File: config.mk
export PLATFORM = sky130hd
export DESIGN_NAME = bfsc_top
export DESIGN_NICKNAME = d
export VERILOG_FILES = /design/src/include/bfsc_pkg.sv /design/src/include/bfsc_cmp_if.sv /design/src/rtl/bfsc_sync.sv /design/src/rtl/bfsc_top.sv
export SDC_FILE = /design/constraint.sdc
export NUM_CORES = 1
export LEC_CHECK = 0
export BUFFER_PORTS_ARGS = -buffer_cell sky130_fd_sc_hd__buf_2
export CAP_MARGIN = 20
export CELL_PAD_IN_SITES_DETAIL_PLACEMENT = 1
export CELL_PAD_IN_SITES_GLOBAL_PLACEMENT = 1
export CORE_ASPECT_RATIO = 1.2
export CORE_MARGIN = 2
export CORE_UTILIZATION = 40
export CTS_BUF_LIST = sky130_fd_sc_hd__clkbuf_2 sky130_fd_sc_hd__clkbuf_4 sky130_fd_sc_hd__clkbuf_8
export CTS_CLUSTER_SIZE = 10
export DETAILED_ROUTE_END_ITERATION = 12
export HOLD_SLACK_MARGIN = 0.15
export PLACE_DENSITY = 0.84
export SYNTH_ARGS = -nofsm -noshare
export SYNTH_HDL_FRONTEND = slang
export SYNTH_SLANG_ARGS = --single-unit
File: constraint.sdc
create_clock -name mclk -period 9.2 [get_ports mclk]
set_clock_uncertainty 0.2 [all_clocks]
set_input_delay 1.38 -clock mclk [delete_from_list [all_inputs] [get_ports mclk]]
set_output_delay 1.38 -clock mclk [all_outputs]
set_load 0.01 [all_outputs]
File: src/include/bfsc_pkg.sv
// Package: constants and types for the boost clock spread and fault flag block
package bfsc_pkg;

    // Timing
    localparam int CLK_PERIOD_NS   = 20;
    localparam int OFF_TIME_NS     = 50;
    localparam int OFF_CYC_INT     = (OFF_TIME_NS + CLK_PERIOD_NS - 1) / CLK_PERIOD_NS;
    localparam int SPREAD_HOLD_CYC = 32;
    localparam int SPREAD_UPD_CYC  = 32;

    // Widths
    localparam int FREQ_W  = 12;
    localparam int CNT_W   = 14;
    localparam int OFS_W   = 5;
    localparam int QUIET_W = 6;
    localparam int CMP_N   = 5;
    localparam int INT_N   = 4;

    localparam logic [CNT_W-1:0]   OFF_CYC   = CNT_W'(OFF_CYC_INT);
    localparam logic [QUIET_W-1:0] HOLD_LIM  = QUIET_W'(SPREAD_HOLD_CYC + 1);
    localparam logic [OFS_W-1:0]   UPD_LAST  = OFS_W'(SPREAD_UPD_CYC - 1);

    // Comparator vector positions
    localparam int CMP_FB_NEAR    = 0;
    localparam int CMP_FB_RELEASE = 1;
    localparam int CMP_FB_OV      = 2;
    localparam int CMP_FB_OV_REL  = 3;
    localparam int CMP_IOUT_LOW   = 4;

    // Register byte offsets
    localparam logic [7:0] ADDR_CTRL     = 8'h00;
    localparam logic [7:0] ADDR_STATUS   = 8'h04;
    localparam logic [7:0] ADDR_INT_STAT = 8'h08;
    localparam logic [7:0] ADDR_INT_MASK = 8'h0c;

    // Field positions and reset values
    localparam int STAT_OFS_LSB = 8;
    localparam int INT_OL_SET   = 0;
    localparam int INT_OV_SET   = 1;
    localparam int INT_OV_CLR   = 2;
    localparam int INT_MODE     = 3;
    localparam logic             CTRL_RST     = 1'b1;
    localparam logic [INT_N-1:0] INT_MASK_RST = 4'h0;
    localparam logic [OFS_W-1:0] LFSR_SEED    = 5'h01;

    typedef enum logic [2:0] {
        MODE_FIXED  = 3'b001,
        MODE_SPREAD = 3'b010,
        MODE_EXT    = 3'b100
    } bfsc_mode_type;

    typedef struct packed {
        bfsc_mode_type       mode;
        logic                pin_q;
        logic [QUIET_W-1:0]  quiet;
        logic [OFS_W-1:0]    lfsr;
        logic [OFS_W-1:0]    offset;
        logic [OFS_W-1:0]    upd;
        logic [CNT_W-1:0]    cnt;
        logic                in_off;
        logic                ol_flag;
        logic                ov;
        logic                sw_drive;
        logic                tg;
        logic                sw_en;
        logic [INT_N-1:0]    int_stat;
        logic [INT_N-1:0]    int_mask;
        logic                irq;
        logic [31:0]         prdata;
        logic                pready;
        logic                pslverr;
    } bfsc_state_type;

endpackage : bfsc_pkg

File: src/include/bfsc_cmp_if.sv
// Interface: synchronised comparator results between synchroniser and control
`timescale 1ns/10ps
`default_nettype none
interface bfsc_cmp_if;
    logic [bfsc_pkg::CMP_N-1:0] cmp;
    modport src (output cmp);
    modport dst (input cmp);
endinterface : bfsc_cmp_if
`default_nettype wire

File: src/rtl/bfsc_sync.sv
// Two-stage synchroniser for the analog comparator results
`timescale 1ns/10ps
`default_nettype none
module bfsc_sync #(
    parameter int N = bfsc_pkg::CMP_N
) (
    // Clock and reset
    input  wire logic         mclk,
    input  wire logic         rstn,
    // Raw comparator levels
    input  wire logic [N-1:0] raw,
    // Synchronised levels
    bfsc_cmp_if.src           cmp_if
);

    logic [N-1:0] meta_r;
    logic [N-1:0] sync_r;

    // Stage one feeds only stage two
    genvar i;
    generate
        for (i = 0; i < N; i++) begin : g_bit
            always_ff @(posedge mclk or negedge rstn) begin
                if (!rstn) begin
                    meta_r[i] <= 1'b0;
                    sync_r[i] <= 1'b0;
                end else begin
                    meta_r[i] <= raw[i];
                    sync_r[i] <= meta_r[i];
                end
            end
        end
    endgenerate

    assign cmp_if.cmp = sync_r;

endmodule : bfsc_sync
`default_nettype wire

File: src/rtl/bfsc_top.sv
// Switching clock source, spread spectrum and feedback fault flags
//
// Summary of operation
// - Mode pin: low fixed, high spread, toggling external
// - Spread enabled after pin high over 32 switching cycles
// - Spread frequency nominal up to plus 31 percent
// - Offset refreshed every 32 switching cycles
// - External clock taken only near soft-start end
// - Period is fixed off (50 ns rounded up to 3 cycles, 60 ns) then variable
// - Open-load flag: feedback near and current low
// - Open-load flag held until feedback release threshold
// - Overvoltage stops switching, raises disconnect gate
// - Switching resumes after feedback falls by hysteresis
// - Overvoltage never touches the open-load flag
// - Open-load pin only pulls low, needs pull-up
//
// Local design decisions: the address map and the APB register port.
`timescale 1ns/10ps
`default_nettype none
module bfsc_top #(
    parameter int FREQ_W = bfsc_pkg::FREQ_W
) (
    // Clock and reset
    input  wire logic              mclk,
    input  wire logic              rstn,
    // APB slave
    input  wire logic              psel,
    input  wire logic              penable,
    input  wire logic              pwrite,
    input  wire logic [7:0]        paddr,
    input  wire logic [31:0]       pwdata,
    output var  logic [31:0]       prdata,
    output var  logic              pready,
    output var  logic              pslverr,
    // Clock source and frequency setting
    input  wire logic              clock_mode_pin,
    input  wire logic [FREQ_W-1:0] freq_set_input,
    input  wire logic              ss_near_done,
    // Raw comparator results
    input  wire logic              cmp_fb_near,
    input  wire logic              cmp_fb_release,
    input  wire logic              cmp_fb_ov,
    input  wire logic              cmp_fb_ov_release,
    input  wire logic              cmp_iout_low,
    // Power stage and flags
    output var  logic              power_switch_node,
    output var  logic              load_disconnect_gate,
    output var  logic              open_load_flag_out,
    output var  logic              open_load_flag_oe,
    output var  logic              irq
);

    localparam int CW = bfsc_pkg::CNT_W;
    localparam int OW = bfsc_pkg::OFS_W;
    localparam int PW = FREQ_W + OW + 3;
    localparam logic [bfsc_pkg::QUIET_W-1:0] QUIET_W_ONE = bfsc_pkg::QUIET_W'(1);

    bfsc_pkg::bfsc_state_type st_r;
    bfsc_pkg::bfsc_state_type st_nxt;

    bfsc_cmp_if cmp_bus ();

    bfsc_sync #(
        .N      (bfsc_pkg::CMP_N)
    ) u_sync (
        .mclk   (mclk),
        .rstn   (rstn),
        .raw    ({cmp_iout_low, cmp_fb_ov_release, cmp_fb_ov,
                  cmp_fb_release, cmp_fb_near}),
        .cmp_if (cmp_bus)
    );

    // Combinational helpers
    logic          pin_edge;
    logic          pin_rise;
    logic          ext_locked;
    logic [PW-1:0] prod;
    logic [PW-1:0] shrink;
    logic [CW-1:0] var_cyc;
    logic          tick;
    logic          lfsr_fb;
    logic          apb_wr;
    logic          apb_setup;
    logic          addr_ok;
    logic [bfsc_pkg::INT_N-1:0] ev;
    logic          fb_near;
    logic          fb_rel;
    logic          fb_ov;
    logic          fb_ovrel;
    logic          iout_low;

    always_comb begin
        st_nxt   = st_r;
        fb_near  = cmp_bus.cmp[bfsc_pkg::CMP_FB_NEAR];
        fb_rel   = cmp_bus.cmp[bfsc_pkg::CMP_FB_RELEASE];
        fb_ov    = cmp_bus.cmp[bfsc_pkg::CMP_FB_OV];
        fb_ovrel = cmp_bus.cmp[bfsc_pkg::CMP_FB_OV_REL];
        iout_low = cmp_bus.cmp[bfsc_pkg::CMP_IOUT_LOW];
        ev       = '0;

        // Mode pin is synchronous; any change counts as a clock edge
        st_nxt.pin_q = clock_mode_pin;
        pin_edge     = clock_mode_pin ^ st_r.pin_q;
        pin_rise     = clock_mode_pin & ~st_r.pin_q;
        ext_locked   = (st_r.mode == bfsc_pkg::MODE_EXT) && ss_near_done;

        // Steps once per offset update in every mode: a per-clock step would revisit one
        // state at each update, as 32 equal periods span a multiple of its 32 states.
        // The zero-run term adds the all-zero state
        lfsr_fb     = st_r.lfsr[4] ^ st_r.lfsr[2] ^ (st_r.lfsr[3:0] == 4'h0);

        // Period shrink of about offset percent; only the external-mode foldback below runs longer than nominal
        prod   = PW'(freq_set_input) * PW'(st_r.offset);
        shrink = ((prod << 2) + prod) >> 9;
        if (st_r.mode == bfsc_pkg::MODE_SPREAD) begin
            var_cyc = CW'(freq_set_input) - CW'(shrink);
        end else if ((st_r.mode == bfsc_pkg::MODE_EXT) && !ss_near_done) begin
            // Foldback: start on a halved internal rate until soft-start is nearly done
            var_cyc = CW'({freq_set_input, 1'b0});
        end else begin
            var_cyc = CW'(freq_set_input);
        end
        if (var_cyc == '0) begin
            var_cyc = CW'(1);
        end

        // Switching period: fixed off interval, then variable interval
        tick = 1'b0;
        if (st_r.in_off) begin
            if (st_r.cnt == '0) begin
                st_nxt.in_off = 1'b0;
                st_nxt.cnt    = var_cyc - CW'(1);
            end else begin
                st_nxt.cnt = st_r.cnt - CW'(1);
            end
        end else begin
            // Internal count still ends a period if the external clock stalls
            if ((ext_locked && pin_rise) || (st_r.cnt == '0)) begin
                tick          = 1'b1;
                st_nxt.in_off = 1'b1;
                st_nxt.cnt    = bfsc_pkg::OFF_CYC - CW'(1);
            end else begin
                st_nxt.cnt = st_r.cnt - CW'(1);
            end
        end

        // Mode decode counted in switching periods (ticks) since the last pin edge
        if (pin_edge) begin
            st_nxt.quiet = '0;
            if (st_r.mode != bfsc_pkg::MODE_EXT) begin
                st_nxt.mode      = bfsc_pkg::MODE_EXT;
                ev[bfsc_pkg::INT_MODE] = 1'b1;
            end
        end else if (tick && (st_r.quiet != bfsc_pkg::HOLD_LIM)) begin
            st_nxt.quiet = st_r.quiet + QUIET_W_ONE;
        end
        if (!pin_edge && (st_r.quiet == bfsc_pkg::HOLD_LIM)) begin
            if (clock_mode_pin && (st_r.mode != bfsc_pkg::MODE_SPREAD)) begin
                st_nxt.mode = bfsc_pkg::MODE_SPREAD;
                ev[bfsc_pkg::INT_MODE] = 1'b1;
            end else if (!clock_mode_pin && (st_r.mode != bfsc_pkg::MODE_FIXED)) begin
                st_nxt.mode = bfsc_pkg::MODE_FIXED;
                ev[bfsc_pkg::INT_MODE] = 1'b1;
            end
        end

        // Offset update once per 32 switching periods
        if (tick) begin
            st_nxt.upd = st_r.upd + OW'(1);
            if (st_r.upd == bfsc_pkg::UPD_LAST) begin
                st_nxt.offset = (st_r.mode == bfsc_pkg::MODE_SPREAD) ? st_r.lfsr : '0;
                st_nxt.lfsr   = {st_r.lfsr[3:0], lfsr_fb};
            end
        end
        if (st_r.mode != bfsc_pkg::MODE_SPREAD) begin
            st_nxt.offset = '0;
        end

        // Open-load flag with hysteresis, independent of overvoltage
        if (!st_r.ol_flag && fb_near && iout_low) begin
            st_nxt.ol_flag = 1'b1;
            ev[bfsc_pkg::INT_OL_SET] = 1'b1;
        end else if (st_r.ol_flag && fb_rel) begin
            st_nxt.ol_flag = 1'b0;
        end

        // Overvoltage latch with its own release comparator
        if (!st_r.ov && fb_ov) begin
            st_nxt.ov = 1'b1;
            ev[bfsc_pkg::INT_OV_SET] = 1'b1;
        end else if (st_r.ov && fb_ovrel) begin
            st_nxt.ov = 1'b0;
            ev[bfsc_pkg::INT_OV_CLR] = 1'b1;
        end

        st_nxt.sw_drive = ~st_nxt.in_off & ~st_nxt.ov & st_r.sw_en;
        st_nxt.tg       = st_nxt.ov | ~st_r.sw_en;

        // APB: answer registered in setup, completes in first access cycle
        apb_setup = psel & ~penable;
        apb_wr    = psel & penable & pwrite & st_r.pready;
        addr_ok   = (paddr == bfsc_pkg::ADDR_CTRL) || (paddr == bfsc_pkg::ADDR_STATUS) ||
                    (paddr == bfsc_pkg::ADDR_INT_STAT) || (paddr == bfsc_pkg::ADDR_INT_MASK);
        st_nxt.pready  = apb_setup;
        st_nxt.pslverr = apb_setup & ~addr_ok;
        if (apb_setup && !pwrite) begin
            case (paddr)
                bfsc_pkg::ADDR_CTRL: begin
                    st_nxt.prdata = {31'h0, st_r.sw_en};
                end
                bfsc_pkg::ADDR_STATUS: begin
                    st_nxt.prdata = {19'h0, st_r.offset, 3'h0, st_r.ov, st_r.ol_flag,
                                     st_r.mode};
                end
                bfsc_pkg::ADDR_INT_STAT: begin
                    st_nxt.prdata = {28'h0, st_r.int_stat};
                end
                bfsc_pkg::ADDR_INT_MASK: begin
                    st_nxt.prdata = {28'h0, st_r.int_mask};
                end
                default: begin
                    st_nxt.prdata = 32'h0;
                end
            endcase
        end
        if (apb_wr && (paddr == bfsc_pkg::ADDR_CTRL)) begin
            st_nxt.sw_en = pwdata[0];
        end
        if (apb_wr && (paddr == bfsc_pkg::ADDR_INT_MASK)) begin
            st_nxt.int_mask = pwdata[bfsc_pkg::INT_N-1:0];
        end

        // Sticky status: write one clears, a new event wins over the clear
        if (apb_wr && (paddr == bfsc_pkg::ADDR_INT_STAT)) begin
            st_nxt.int_stat = st_r.int_stat & ~pwdata[bfsc_pkg::INT_N-1:0];
        end
        st_nxt.int_stat = st_nxt.int_stat | ev;
        st_nxt.irq      = |(st_nxt.int_stat & st_nxt.int_mask);
    end

    always_ff @(posedge mclk or negedge rstn) begin
        if (!rstn) begin
            st_r          <= '0;
            st_r.mode     <= bfsc_pkg::MODE_FIXED;
            st_r.lfsr     <= bfsc_pkg::LFSR_SEED;
            st_r.in_off   <= 1'b1;
            st_r.cnt      <= bfsc_pkg::OFF_CYC - bfsc_pkg::CNT_W'(1);
            st_r.sw_en    <= bfsc_pkg::CTRL_RST;
            st_r.int_mask <= bfsc_pkg::INT_MASK_RST;
        end else begin
            st_r <= st_nxt;
        end
    end

    // Outputs straight from the state register
    assign prdata               = st_r.prdata;
    assign pready               = st_r.pready;
    assign pslverr              = st_r.pslverr;
    assign power_switch_node    = st_r.sw_drive;
    assign load_disconnect_gate = st_r.tg;
    // Open-drain: data is held low, only the enable follows the flag
    assign open_load_flag_out   = 1'b0;
    assign open_load_flag_oe    = st_r.ol_flag;
    assign irq                  = st_r.irq;

endmodule : bfsc_top
`default_nettype wire

### After elaboration in Yosys (flattened, before gate mapping)

Index checks and enable logic that the tools add are counted.

* flip-flop bits (word level): 98
* logic and storage cells: 142
* input bits: 64

* bitwise gates (word level): 22
* equal/unequal tests: 11
* add/sub/neg operators: 6
* multiply operators: 1
* multiplexer cells: 36
* reduce and logical (&&, ||, !) cells: 37

Operators with widths (count)
* $mux W14: 4
* $pmux W13 S4: 1
* $logic_not A14 Y1: 2
* $sub A14 B1 Y14 const B: 2
* $add A19 B17 Y20: 1
* $mul A12 B5 Y17: 1
* $eq A8 B4 Y1 const B: 2
* $logic_and A1 B1 Y1: 16
* $mux W1: 16
* $mux W15: 1
* $mux W3: 5
* $mux W5: 3
* $mux W13: 1
* $sub A12 B11 Y13: 1
* $mux W6: 2
* $mux W10: 1
* $and A1 B1 Y1: 8
* $and A4 B4 Y4: 2
* $eq A8 B3 Y1 const B: 1
* $logic_not A8 Y1: 1
* $mux W4: 2
* $reduce_bool A2 Y1: 4
* $add A6 B1 Y6 const B: 1
* $eq A6 B6 Y1 const B: 1
* other kinds (18): 34

### Depth between registers and ports, before layout

* depth in word-level cells: 12
* depth in mapped cells: 41
* gate-level depth less buffers: 40

### Modules after synthesis

A second synthesis with hierarchy kept.

* cell total of the unflattened synthesis: 860
* area, all modules: 7457.2 um^2

By module, submodules not included
* bfsc_top: cells each 850, area an instance 7206.9 um^2, times used 1, seq. area each 1657.8 um^2
* bfsc_sync: cells each 10, area an instance 250.2 um^2, times used 1, seq. area each 250.2 um^2

### Least setup slack after synthesis

OpenSTA, ideal clock, no wires.

* kind: input -> register
* start point: in freq_set_input[1]
* end point: reg st_r[57] in the netlist's numbering
* library setup time: 0.094 ns
* path buffers: 0
* slack: -0.436 ns
* stages on the path: 38
* arrival: 9.342 ns
* cell sequence: and2_1 fa_1 fa_1 inv_1 fa_1 inv_1 ha_1 a21oi_1 nor2_1 nor3_1 o21bai_1 a21oi_1 xnor2_1 ha_1 and3_1 a2111o_1 o211ai_1 nand2b_1 [... 2 more ...] nand2b_1 xnor2_1 ha_1 a21o_1 a21o_1 a21o_1 and3_1 a311o_1 nor3_1 a211o_1 nor3_2 nor2_1 ha_1 and4_1 nand3_1 or2_2 xnor2_1 a211oi_1

RTL lines
* start: declaration: RTL line bfsc_top.sv:37 `input wire logic [FREQ_W-1:0] freq_set_input,`
* end signal: assignment: RTL line bfsc_top.sv:251 `st_r <= st_nxt;`
* end: declaration: RTL line bfsc_top.sv:58 `bfsc_pkg::bfsc_state_type st_r;`

==> impl_metrics.json <==
{
  "status": "complete, but fails checks",
  "violations": "negative setup slack",
  "fin_area_mm2": 0.00926,
  "synth_seq_area_share": 0.261,
  "finalSetupViolations": 5,
  "fin_crit_sh": 1.02,
  "dp_cells": 1182,
  "overflow": 0,
  "grt_max_degree": 77,
  "ys_async_sr_fraction": 1.00,
  "ys_ff_latch": 76,
  "route.detailed.drc": 0,
  "setup_tns_ns": -0.659,
  "start_kind": "input pin",
  "cp_slowest_cell": "fa_1",
  "cts_root_buffer": "clkbuf_8",
  "criticalPathCategory": "input pin to flip-flop",
  "fin_nets": 1144,
  "start_util": 0.404,
  "cts_max_path_buffers": 2,
  "coreArea_mm2": 0.0180,
  "synth_warnings": 0,
  "first_iter_violations": 310,
  "fin_ws_ns": -0.207,
  "crit_fanout": 5,
  "rsz0062_at_grt": "true",
  "drive_gt1_frac": 0.302,
  "utilization": 0.513,
  "worstPathRequired_ns": 9.27,
  "dpl.hpwl_um": 16200,
  "leakagePower_nw": 4.46,
  "syn_avg_cell_area_um2": 8.69,
  "hold_path.startpoint": "u_sync.meta_r[2]$_DFF_PN0_",
  "hold_buffers": 0,
  "holdWs_ns": 0.152,
  "r2r-start": "st_r[71]$_DFFE_PN0P_",
  "die_area_mm2": 0.0193,
  "path_delay_family": "adder cells",
  "syn_to_final_growth_pct": 26.9,
  "layout.cells.most_common_list": "127 x buf_4, 92 x nand2_1, 71 x dfrtp_1, 61 x inv_1",
  "max_cap_violations": 0,
  "vias": 6776,
  "synthFlopType": "dfrtp_1",
  "wl_per_cell_um": 18.8,
  "regArea_mm2": 0.00191,
  "worstSetupStartpoint": "freq_set_input[2]",
  "placed_cell_area_mm2": 0.00839,
  "die_x_um": 127,
  "synth_area_mm2": 0.00730,
  "synth_edf_count": 0,
  "io_pins": 103,
  "slew_headroom": 0.358,
  "routed_wl_um": 23000,
  "power.density_mw_per_mm2": 96.4,
  "detail_route.first_pass.iterations": 4,
  "worstHoldPathType": "flip-flop to flip-flop",
  "multi_input_area_mm2": 0.00536,
  "antenna_found_initial": 0,
  "max_freq_ghz": 0.106,
  "syn_inst": 840,
  "n_fill_cell": 2096,
  "critPathBufInv": 3,
  "num_antenna_cells": 0,
  "total_power_mw": 0.893,
  "cpPeakStageDelay_ns": 0.56,
  "die_h_um": 152,
  "final_common_cell": "buf_4",
  "cts_tree": "done",
  "grt_pass1_wl_um": 36100,
  "grt_pass1_vias": 7508,
  "final_cell_count_no_fill": 1221,
  "worst_pin_slew_ns": 0.963,
  "period_needed_ns": 9.41,
  "vias_per_cell": 5.55,
  "hold_viol": 0,
  "finalMaxSlewViolations": 0,
  "cts_made_buffers": 9,
  "rows": 54,
  "worstPathArrival_ns": 9.48,
  "htreeDepth": 3,
  "port-buffer-count": 51,
  "cts.sink_count": 76,
  "ys_types": 83,
  "gp_congestion": 0.855,
  "place_ws_ns": -0.723,
  "crit_path_end_kind": "flip-flop",
  "vdd_drop_max_mv": 0.0746,
  "clock_latency_ns": 0.36,
  "gr-usage-all-layers": 0.228,
  "clk_pin_slew_worst_paths_ns": 0.09,
  "ant_nets": 0
}
==> Yosys cell counts (14+ instances only) <==
cell type	n	share of area
a21o_1	14	0.014
ha_1	57	0.098
nor3_1	25	0.017
nand2_1	97	0.050
nand3_1	19	0.013
xor2_1	15	0.018
inv_1	65	0.033
o21ai_0	30	0.021
clkbuf_1	15	0.0077
fa_1	31	0.085
nor2_1	50	0.026
and2_1	46	0.039
a21oi_1	36	0.025
buf_4	35	0.036
dfrtp_1	71	0.24
xnor2_1	26	0.031
==> state kept, by name (all words and copies together), names as in the netlist <==
register              cells
irq                       1
load_disconnect_gate      1
open_load_flag_oe         1
power_switch_node         1
prdata                   10
pready                    1
pslverr                   1
st_r                     50
u_sync.cmp_if.cmp         5
u_sync.meta_r             5
==> cells by family (layout without fill, tap and decap cells) <==
group | Yosys count | count (layout) | synth area share
xor gates and xnor gates | 41 | 41 | 0.0492
and+or+nand+nor | 323 | 323 | 0.229
adders and majority gates | 88 | 88 | 0.183
AOI/OAI and AO/OA | 165 | 165 | 0.159
other | 1 | 23 | 0.000514
buffers and inverters | 123 | 258 | 0.0826
DFF | 76 | 76 | 0.261
muxes | 23 | 23 | 0.0350
==> worst paths after layout <==
kind                                                  end  slack (ns)  cells after the start
max in group asynchronous              st_r[59]$_DFF_PN0_        7.20                      1
min in group asynchronous              st_r[35]$_DFF_PN0_        0.96                      1
hold reg to reg            u_sync.cmp_if.cmp[2]$_DFF_PN0_        0.15                      0
hold / removal             u_sync.cmp_if.cmp[2]$_DFF_PN0_        0.15                      0
setup reg to reg                       st_r[57]$_DFF_PN0_        0.23                     38
setup / recovery                       st_r[57]$_DFF_PN0_       -0.21                     39
==> where the power goes <==
| group | switching [mW] | internal [mW] | leakage (nW) | total (mW) |
|---|---|---|---|---|
| clock | 0.133 | 0.163 | 0.115 | 0.296 |
| sequential | 0.0337 | 0.370 | 0.949 | 0.403 |
| combinational | 0.103 | 0.0899 | 3.40 | 0.193 |
==> per-layer routing <==
| layer | up-vias | GRT usage | part of all wire |
|---|---|---|---|
| li1 | 3163 | - | - |
| met1 | 3424 | 0.246 | 0.38 |
| met2 | 131 | 0.440 | 0.56 |
| met3 | 58 | 0.0310 | 0.024 |
| met4 | 0 | 0.0884 | 0.033 |
| met5 | - | 0 | 0 |
==> cell type report <==
type	instances	share of cell area
clock inverters	6	0.0104
inverters	65	0.0264
flip-flops and latches	76	0.206
clock buffers	10	0.0149
repair buffers	177	0.133
multi-input cells	663	0.579
well taps	224	0.0303
==> worst register-to-register path: cells and delay by family, from the launching register on <==
family,cells,cell delay [ns]
DFF,1,0.64
xor gates and xnor gates,3,0.53
and+or+nand+nor,14,2.31
adders and majority gates,7,2.39
buffers and inverters,2,0.10
AOI/OAI and AO/OA,12,2.69
==> repair_timing <==
item / 4_1_cts / 5_1_grt
pin swaps: 36 / 27
cloned: 0 / 0
resized for setup: 33 / 57
setup buffers: 15 / 8
endpoints found under the setup margin: 7 / 8
(Power assumes the default switching activity.)
